$ cat src/logic/ctb_map.svh
// byte offsets, field positions, reset values and timing of the counter timer
// register front end; assumes offsets are byte addresses with bit 0 as lane select
`ifndef CTB_MAP_SVH
`define CTB_MAP_SVH
`define CTB_OFS_BOARD     7'h00
`define CTB_OFS_PEND      7'h02
`define CTB_OFS_START     7'h04
`define CTB_OFS_HALT      7'h06
`define CTB_OFS_CTRL0     7'h08
`define CTB_OFS_READ0     7'h1c
`define CTB_OFS_CONA0     7'h30
`define CTB_OFS_CONB0     7'h44
`define CTB_OFS_DIN       7'h58
`define CTB_OFS_DOUT      7'h5a
`define CTB_OFS_VEC       7'h5c
`define CTB_BIT_CLKSEL    0
`define CTB_BIT_SWRST     15
`define CTB_BIT_IRQEN     15
`define CTB_ID_LSB        8
`define CTB_MODE_W        3
`define CTB_RST_CTRL      16'h0000
`define CTB_RST_CONST     16'h0000
`define CTB_RST_PEND      5'h00
`define CTB_RST_VEC       8'h00
`define CTB_RST_DOUT      3'h7
`define CTB_ACK_CYCLES    1
`endif

$ cat src/logic/ctb_pkg.sv
// types shared by the counter timer register front end
// assumes ctb_map.svh holds all offsets and reset values
package ctb_pkg;
    typedef enum logic [1:0] {ST_IDLE, ST_ACK, ST_WAIT} ctb_state_e;

    // one carrier i/o cycle as seen on the logic connector
    typedef struct packed {
        logic        iosel_n;  // i/o space select
        logic        rd;       // 1 = read, 0 = write
        logic [5:0]  addr;     // word address lines a6..a1
        logic [1:0]  bs_n;     // [1] high lane d15..d8, [0] low lane d7..d0
    } ctb_req_s;

    // whole register state of the front end
    typedef struct packed {
        ctb_state_e       st;
        logic             ack_n;
        logic             oe_n;
        logic [15:0]      rdata;
        logic             clk_sel;
        logic [4:0][15:0] ctrl;
        logic [4:0][15:0] cona;
        logic [4:0][15:0] conb;
        logic [4:0]       pend;
        logic [4:0]       start;
        logic [4:0]       halt;
        logic             swrst;
        logic [2:0]       dout;
        logic [7:0]       vec;
        logic             int_n;
    } ctb_state_s;

    // merge written lanes into an old value
    function automatic logic [15:0] lane_merge(input logic [15:0] old,
                                               input logic [15:0] wd,
                                               input logic [1:0]  bs_n);
        lane_merge = old;
        if (!bs_n[1]) begin
            lane_merge[15:8] = wd[15:8];
        end
        if (!bs_n[0]) begin
            lane_merge[7:0] = wd[7:0];
        end
    endfunction : lane_merge
endpackage : ctb_pkg

$ cat src/logic/ctb_host_regs.sv
// register front end of a five channel 16-bit counter timer on the carrier i/o bus
// assumes bus inputs are synchronous to clk_sys; counter cores sit on the core ports
// Operation
// - reads of unassigned i/o locations return zero
// - high byte on even address lane, low byte on odd address lane
// - board control bit 0 selects 8 or 32 MHz carrier timing
// - power-up reset clears the carrier clock speed bit
// - board control bits 10..8 read a fixed model code, writes ignored
// - writing board control bit 15 resets the module, bit reads zero
// - unused board control bits read zero
// - pending bits 0..4 report counters 1..5, upper bits read zero
// - writing one clears a pending bit, zero leaves it alone
// - a still present cause sets the pending bit again
// - dropping a counter's interrupt enable releases its pending bit
// - counters without interrupt enable never set pending
// - reset clears all pending bits
// - trigger bit n starts counter n+1, nothing stored, reads zero
// - stop bit n clears counter n+1 mode field, nothing stored, reads zero
// - read-back returns live count sampled at the read, 16-bit only
// - constants a and b are read/write with 16-bit access only
// - system or software reset clears constants a and b
// - digital input bit 0 shows the input level, bits 1..7 zero
// - digital outputs follow written bits, read back, start at one
// - control, status, strobe and digital registers take byte and word access
// - reset clears every counter control register
`timescale 1ns/1ps
`include "ctb_map.svh"
module ctb_host_regs #(
    parameter logic [2:0] MODEL_CODE = 3'h2  // variant code, value arbitrary
) (
    input  wire logic                clk_sys,          // 100 MHz system clock
    input  wire logic                nrst,             // async reset, active low
    input  wire ctb_pkg::ctb_req_s   bus_req,          // carrier i/o cycle
    input  wire logic [15:0]         data_in,          // data pins, input side
    output logic      [15:0]         data_out,         // data pins, output side
    output logic                     data_oe_n,        // low while driving data
    output logic                     ack_n,            // cycle acknowledge
    output logic                     int_req_n,        // any interrupt pending
    input  wire logic [4:0]          irq_cause,        // per counter cause level
    input  wire logic [4:0][15:0]    count_value,      // live counts
    input  wire logic                differential_input_one, // digital input
    output logic                     differential_output_one, // digital out 1
    output logic                     differential_output_two, // digital out 2
    output logic                     differential_output_three, // digital out 3
    output logic                     clk_speed_sel,    // 1 = 32 MHz carrier
    output logic [4:0][15:0]         ctrl_word,        // counter control words
    output logic [4:0][15:0]         initial_constant_a, // constants a
    output logic [4:0][15:0]         reload_constant_b,  // constants b
    output logic [4:0]               start_strobe,     // one-clock trigger
    output logic [4:0]               halt_strobe,      // one-clock stop
    output logic                     soft_reset,       // one-clock module reset
    output logic [7:0]               interrupt_vector  // vector for int cycles
);
    ctb_pkg::ctb_state_s s_q;
    ctb_pkg::ctb_state_s s_d;

    logic [6:0]  ofs;
    logic [2:0]  idx;
    logic        word;
    logic [15:0] rd;
    logic [15:0] bc;

    // outputs straight from state flops
    assign data_out                  = s_q.rdata;
    assign data_oe_n                 = s_q.oe_n;
    assign ack_n                     = s_q.ack_n;
    assign int_req_n                 = s_q.int_n;
    assign differential_output_one   = s_q.dout[0];
    assign differential_output_two   = s_q.dout[1];
    assign differential_output_three = s_q.dout[2];
    assign clk_speed_sel             = s_q.clk_sel;
    assign ctrl_word                 = s_q.ctrl;
    assign initial_constant_a        = s_q.cona;
    assign reload_constant_b         = s_q.conb;
    assign start_strobe              = s_q.start;
    assign halt_strobe               = s_q.halt;
    assign soft_reset                = s_q.swrst;
    assign interrupt_vector          = s_q.vec;

    // decode helpers: byte offset and both-lane flag
    assign ofs  = {bus_req.addr, 1'b0};
    assign word = (bus_req.bs_n == 2'b00);

    // next state: bus cycle, register writes, pending logic, soft reset
    always_comb begin
        s_d       = s_q;
        s_d.start = 5'h00;
        s_d.halt  = 5'h00;
        s_d.swrst = 1'b0;
        s_d.ack_n = 1'b1;
        s_d.oe_n  = 1'b1;
        rd        = 16'h0000;  // unmapped locations read zero
        idx       = 3'h0;
        bc        = 16'h0000;
        bc[`CTB_BIT_CLKSEL] = s_q.clk_sel;
        bc[`CTB_ID_LSB +: 3] = MODEL_CODE;    // other bits zero
        case (s_q.st)
            ctb_pkg::ST_IDLE: begin
                if (!bus_req.iosel_n) begin
                    s_d.st    = ctb_pkg::ST_ACK;
                    s_d.ack_n = 1'b0;
                    if (bus_req.rd) begin
                        // lanes: d15..d8 even byte, d7..d0 odd byte
                        if (ofs == `CTB_OFS_BOARD) begin
                            rd = bc;
                        end else if (ofs == `CTB_OFS_PEND) begin
                            rd = {11'h000, s_q.pend};
                        end else if (ofs == `CTB_OFS_DIN) begin
                            rd = {15'h0000, differential_input_one};
                        end else if (ofs == `CTB_OFS_DOUT) begin
                            rd = {13'h0000, s_q.dout};
                        end else if (ofs == `CTB_OFS_VEC) begin
                            rd = {8'h00, s_q.vec};
                        end
                        // trigger and stop fall through as zero
                        for (int i = 0; i < 5; i++) begin
                            idx = 3'(i);
                            if (ofs == `CTB_OFS_CTRL0 + 7'({idx, 1'b0})) begin
                                rd = s_q.ctrl[i];
                            end
                            if (ofs == `CTB_OFS_READ0 + 7'({idx, 1'b0})) begin
                                rd = count_value[i];   // sampled now
                            end
                            if (ofs == `CTB_OFS_CONA0 + 7'({idx, 1'b0})) begin
                                rd = s_q.cona[i];
                            end
                            if (ofs == `CTB_OFS_CONB0 + 7'({idx, 1'b0})) begin
                                rd = s_q.conb[i];
                            end
                        end
                        s_d.rdata = rd;
                        s_d.oe_n  = 1'b0;
                    end else begin
                        // byte or word writes accepted here
                        if (ofs == `CTB_OFS_BOARD) begin
                            if (!bus_req.bs_n[0]) begin
                                s_d.clk_sel = data_in[`CTB_BIT_CLKSEL];
                            end
                            if (!bus_req.bs_n[1] && data_in[`CTB_BIT_SWRST]) begin
                                s_d.swrst = 1'b1;
                            end
                        end else if (ofs == `CTB_OFS_START) begin
                            if (!bus_req.bs_n[0]) begin
                                s_d.start = data_in[4:0];
                            end
                        end else if (ofs == `CTB_OFS_HALT) begin
                            if (!bus_req.bs_n[0]) begin
                                s_d.halt = data_in[4:0];
                            end
                        end else if (ofs == `CTB_OFS_DOUT) begin
                            if (!bus_req.bs_n[0]) begin
                                s_d.dout = data_in[2:0];
                            end
                        end else if (ofs == `CTB_OFS_VEC) begin
                            if (!bus_req.bs_n[0]) begin
                                s_d.vec = data_in[7:0];
                            end
                        end
                        for (int i = 0; i < 5; i++) begin
                            idx = 3'(i);
                            if (ofs == `CTB_OFS_CTRL0 + 7'({idx, 1'b0})) begin
                                s_d.ctrl[i] = ctb_pkg::lane_merge(s_q.ctrl[i],
                                                                  data_in, bus_req.bs_n);
                            end
                            // byte writes to constants are dropped
                            if (word && ofs == `CTB_OFS_CONA0 + 7'({idx, 1'b0})) begin
                                s_d.cona[i] = data_in;
                            end
                            if (word && ofs == `CTB_OFS_CONB0 + 7'({idx, 1'b0})) begin
                                s_d.conb[i] = data_in;
                            end
                        end
                    end
                end
            end
            ctb_pkg::ST_ACK: begin
                // one acknowledged cycle, then wait for select to drop
                s_d.st = ctb_pkg::ST_WAIT;
            end
            ctb_pkg::ST_WAIT: begin
                if (bus_req.iosel_n) begin
                    s_d.st = ctb_pkg::ST_IDLE;
                end
            end
            default: begin
                s_d.st = ctb_pkg::ST_IDLE;
            end
        endcase

        // stop clears mode field of selected counters
        for (int i = 0; i < 5; i++) begin
            if (s_d.halt[i]) begin
                s_d.ctrl[i][`CTB_MODE_W-1:0] = 3'h0;
            end
        end

        // pending: clear on write one, cause wins over clear, gated by enable
        if (s_q.st == ctb_pkg::ST_IDLE && !bus_req.iosel_n && !bus_req.rd &&
            ofs == `CTB_OFS_PEND && !bus_req.bs_n[0]) begin
            s_d.pend = s_q.pend & ~data_in[4:0];
        end
        for (int i = 0; i < 5; i++) begin
            // re-arm while cause holds, enable gates
            s_d.pend[i] = (s_d.pend[i] | irq_cause[i]) & s_d.ctrl[i][`CTB_BIT_IRQEN];
        end

        // software reset: everything but the clock speed bit
        if (s_d.swrst) begin
            s_d.ctrl = {5{`CTB_RST_CTRL}};
            s_d.cona = {5{`CTB_RST_CONST}};
            s_d.conb = {5{`CTB_RST_CONST}};
            s_d.pend = `CTB_RST_PEND;
            s_d.dout = `CTB_RST_DOUT;
            s_d.vec  = `CTB_RST_VEC;
            s_d.start = 5'h00;
        end
        s_d.int_n = ~|s_d.pend;
    end

    // state register; power-up reset clears clock speed and pending
    always_ff @(posedge clk_sys or negedge nrst) begin
        if (!nrst) begin
            s_q.st      <= ctb_pkg::ST_IDLE;
            s_q.ack_n   <= 1'b1;
            s_q.oe_n    <= 1'b1;
            s_q.rdata   <= 16'h0000;
            s_q.clk_sel <= 1'b0;
            s_q.ctrl    <= {5{`CTB_RST_CTRL}};
            s_q.cona    <= {5{`CTB_RST_CONST}};
            s_q.conb    <= {5{`CTB_RST_CONST}};
            s_q.pend    <= `CTB_RST_PEND;
            s_q.start   <= 5'h00;
            s_q.halt    <= 5'h00;
            s_q.swrst   <= 1'b0;
            s_q.dout    <= `CTB_RST_DOUT;
            s_q.vec     <= `CTB_RST_VEC;
            s_q.int_n   <= 1'b1;
        end else begin
            s_q <= s_d;
        end
    end
endmodule : ctb_host_regs

$ cat config.mk
export PLATFORM = sky130hd
export DESIGN_NAME = ctb_host_regs
export DESIGN_NICKNAME = d
export VERILOG_FILES = /design/src/logic/ctb_pkg.sv /design/src/logic/ctb_host_regs.sv
export VERILOG_INCLUDE_DIRS = /design/src /design/src/logic
export SDC_FILE = /design/constraint.sdc
export NUM_CORES = 1
export LEC_CHECK = 0
export BUFFER_PORTS_ARGS = -buffer_cell sky130_fd_sc_hd__buf_2
export CORE_ASPECT_RATIO = 1.75
export CORE_MARGIN = 5
export CORE_UTILIZATION = 45
export DETAILED_ROUTE_END_ITERATION = 12
export PLACE_DENSITY_LB_ADDON = 0.25
export SLEW_MARGIN = 20
export SYNTH_ARGS = -nofsm -noshare
export SYNTH_HDL_FRONTEND = slang
export SYNTH_SLANG_ARGS = --single-unit
$ cat constraint.sdc
create_clock -name clk_sys -period 4.23 [get_ports clk_sys]
set_clock_uncertainty 0.1 [all_clocks]
set_input_delay 0.6345 -clock clk_sys [delete_from_list [all_inputs] [get_ports clk_sys]]
set_output_delay 0.6345 -clock clk_sys [all_outputs]
set_load 0.005 [all_outputs]
==> reports/metrics.yaml <==
logic_synthesis:
  syn_inst: 1714
  synth.distinct_cells: 83
  synth_area_sq_mm: 0.0159
  ys.flop_type: "dfrtp_1"
  ys_async_sr_fraction_pct: 100
  avgSynthCellArea_sq_um: 9.25
  yosysWarnings: 0
  synth_edf_count: 0
  ys_seq_area_share_pct: 45.6
  synth.net_count: 1828
  synth_seq_cells: 289
power_and_ir_drop:
  seqPwrFrac_pct: 45.4
  p_int_w: 0.00482
  vdd_drop_max_mv: 0.371
  switching_share_pct: 28.0
  power.switching_w: 0.00187
  leakagePower_nw: 8.55
  pwr-share-clk_pct: 41.4
  power.density_mw_per_mm2: 382
  p_comb_share_pct: 13.2
placement:
  port_buffers: 395
  dp_hpwl_microns: 59800
  place.gp.congestion: 1.05
  post-place-ws_ps: 341
critical_path:
  crit_type: "input pin to flop"
  worstSetupStartpointType: "input pin"
  ff2ff_path_depth: 9
  crit_buf_inv: 1
  path_delay_family: "compound AO/OA/AOI/OAI gates"
  endpoint_kind: "flop"
  worst_path_max_delay_cell: "a2111oi_0"
  crit_fanout: 18
  crit_path_max_incr_delay_ps: 1050
  worst-path-stages: 7
  crit_chain: "buf_2 > or4b_1 > o22ai_1 > a221o_1 > or3_1 > a2111oi_0 > o31ai_1"
  crit_arrival_ps: 3860
  critPathRequiredTime_ps: 4550
cts:
  cts_max_level: 1
  clock_sinks: 289
  clk_path_buf_depth: 3
  cts-root-buf: "clkbuf_16"
  cts.reportedPaths.clkPinSlew_ps: 70
  cts_tree: "built"
  cts_buffers: 28
  clk_latency_ps: 590
  postCtsSetupBuffers: 0
detailed_routing:
  num_vias: 14700
  drtIter0Drc: 1638
  drc: 0
  ant_nets: 0
  wl_microns: 76900
  vias_per_cell: 6.33
  first_pass_iters: 7
  wl_per_cell_microns: 33.1
sta:
  fin_ws_ps: 691
  rsz0062_at_grt: "no"
  worst_pin_slew_ps: 1240
  finalCritPeriodShare_pct: 83.7
  fmax_mhz: 283
  finalSetupTns_ps: 0
  period_minus_slack_ps: 3540
  maxSlewViolCount: 0
  setup_viol: 0
  hold_viol: 0
  relSlewSlack_pct: 15.0
layout:
  final_util_pct: 49.9
  nets: 1951
  drive_gt1_share_pct: 30.6
  areaGrowthSynthToFinish_pct: 10.4
  final_cell_mix: "buf_2, dfrtp_1, nand2_1"
  final_common_cell: "buf_2"
  n_fill_cell: 3487
global_route:
  overflow: 0
  grt_max_degree: 100
  grt_util_met1_pct: 39.4
  grt_first_pass_wirelength_microns: 108000
  antenna_found_initial: 3
  met2_usage_pct: 62.0
  grt_pass1_vias: 14700
  grt_busiest_layer: "met2"
  met3_usage_pct: 7.92
  grt_usage_pct: 37.7
floorplanning:
  die-area_sq_mm: 0.0392
  die_w_microns: 152
  start_util_pct: 45.2
  io_pins: 396
  die_y_microns: 258
  rows: 91
  core_area_sq_mm: 0.0351
min_path:
  hold_path_class: "input pin to flop"
  holdPathStages: 2
run:
  drv_cap: 0
status:
  outcome: "complete, no violations"
cells by family (layout without fill, tap and decap cells):
family	Yosys count	after routing	share of synthesized area [%]
AND/OR/NAND/NOR	478	478	14.6
AO/OA/AOI/OAI	544	544	22.7
flip-flops	289	289	45.6
multiplexers	8	8	0.529
buffers and inverters	394	539	16.5
XOR/XNOR	1	1	0.0552
other	0	1	0
registers in the layout, indices dropped and copies added (netlist names), 5 cells and up:
name,flops
ctrl_word,80
initial_constant_a,80
reload_constant_b,80
data_out,16
interrupt_vector,8
s_q,7
halt_strobe,5
start_strobe,5
worst paths after layout:
check	start	to	slack, ps
max	bus_req[7]	data_out[3]	690
min reg2reg	initial_constant_a[66]	initial_constant_a[66]	410
min in group asynchronous	nrst	start_strobe[2]	510
max in group asynchronous	nrst	initial_constant_a[52]	2550
max reg2reg	s_q[287]	reload_constant_b[26]	970
min	bus_req[9]	s_q[287]	230
layer usage:
metal	up-vias	wire length [microns]
li1	6152	-
met1	7080	24300
met2	1125	36400
met3	370	6650
met4	0	9550
met5	-	0
power by group through the flow:
stage                     Clock, W  Sequential, W  Combinational [W]
after floorplan                  0        0.00300           0.000513
after global placement           0        0.00308           0.000850
after detailed placement         0        0.00308           0.000859
after CTS                  0.00277        0.00303           0.000863
after global routing       0.00289        0.00304           0.000930
final                      0.00277        0.00304           0.000880
metrics by stage:
| step | area (sq um) | power [W] | std cells | hold WS (ps) |
|---|---|---|---|---|
| after detailed placement | 16500 | 0.00394 | 2271 | 393 |
| after global routing | 17500 | 0.00685 | 2325 | 232 |
| after global placement | 16500 | 0.00393 | 2271 | 389 |
| after CTS | 17500 | 0.00666 | 2324 | 222 |
| final | 17500 | 0.00669 | 2325 | 235 |
| after floorplan | 15900 | 0.00351 | 1714 | 239 |
Yosys cell counts, types with 5 or more instances:
cell | number | share of area (%)
and2_1 | 13 | 0.51
a211oi_1 | 15 | 0.71
nor4_1 | 7 | 0.28
dfstp_2 | 6 | 0.99
a22oi_1 | 53 | 2.5
nand3_1 | 31 | 0.98
o21ai_0 | 123 | 3.9
o21a_1 | 6 | 0.28
nor2_2 | 5 | 0.20
o221ai_1 | 12 | 0.66
a31oi_1 | 12 | 0.47
a221oi_1 | 23 | 1.3
nor2b_1 | 5 | 0.20
buf_2 | 45 | 1.4
clkbuf_1 | 41 | 0.97
mux2i_1 | 5 | 0.32
nor3_1 | 17 | 0.54
a222oi_1 | 6 | 0.38
a22o_1 | 45 | 2.5
a32o_1 | 15 | 0.95
nand2_1 | 259 | 6.1
dfrtp_1 | 283 | 45
o21ai_1 | 102 | 3.2
buf_4 | 280 | 13
or4_1 | 5 | 0.24
o22ai_1 | 37 | 1.5
a2111oi_0 | 6 | 0.33
a21oi_1 | 39 | 1.2
inv_1 | 15 | 0.35
and3_1 | 9 | 0.35
nand4_1 | 6 | 0.24
clkbuf_2 | 9 | 0.28
nor2_1 | 75 | 1.8
o21ai_2 | 10 | 0.55
what timing repair did:
| action | in CTS | in global routing |
|---|---|---|
| hold buffers | 1 | 0 |
| hold endpoints to repair | 57 | 0 |
| resized for setup | 0 | 0 |
area by class of cell:
cell class / count / area [sq um] / area share [%]
Tap cell: 465 / 582 / 3.32
Clock inverter: 9 / 184 / 1.05
Antenna cell: 1 / 2.50 / 0.0143
Multi-Input combinational cell: 1031 / 6040 / 34.5
Clock buffer: 43 / 807 / 4.61
Timing Repair Buffer: 471 / 2580 / 14.8
Sequential cell: 289 / 7240 / 41.4
Inverter: 16 / 65.1 / 0.372
worst reg2reg max path: cells and delay by family (launching register included):
kind            cells  cell delay, ps
compound gates      1             100
buf+inv             3             790
flops               1             430
simple gates        5            1710
Note: power is estimated with default switching activity, not from simulation.
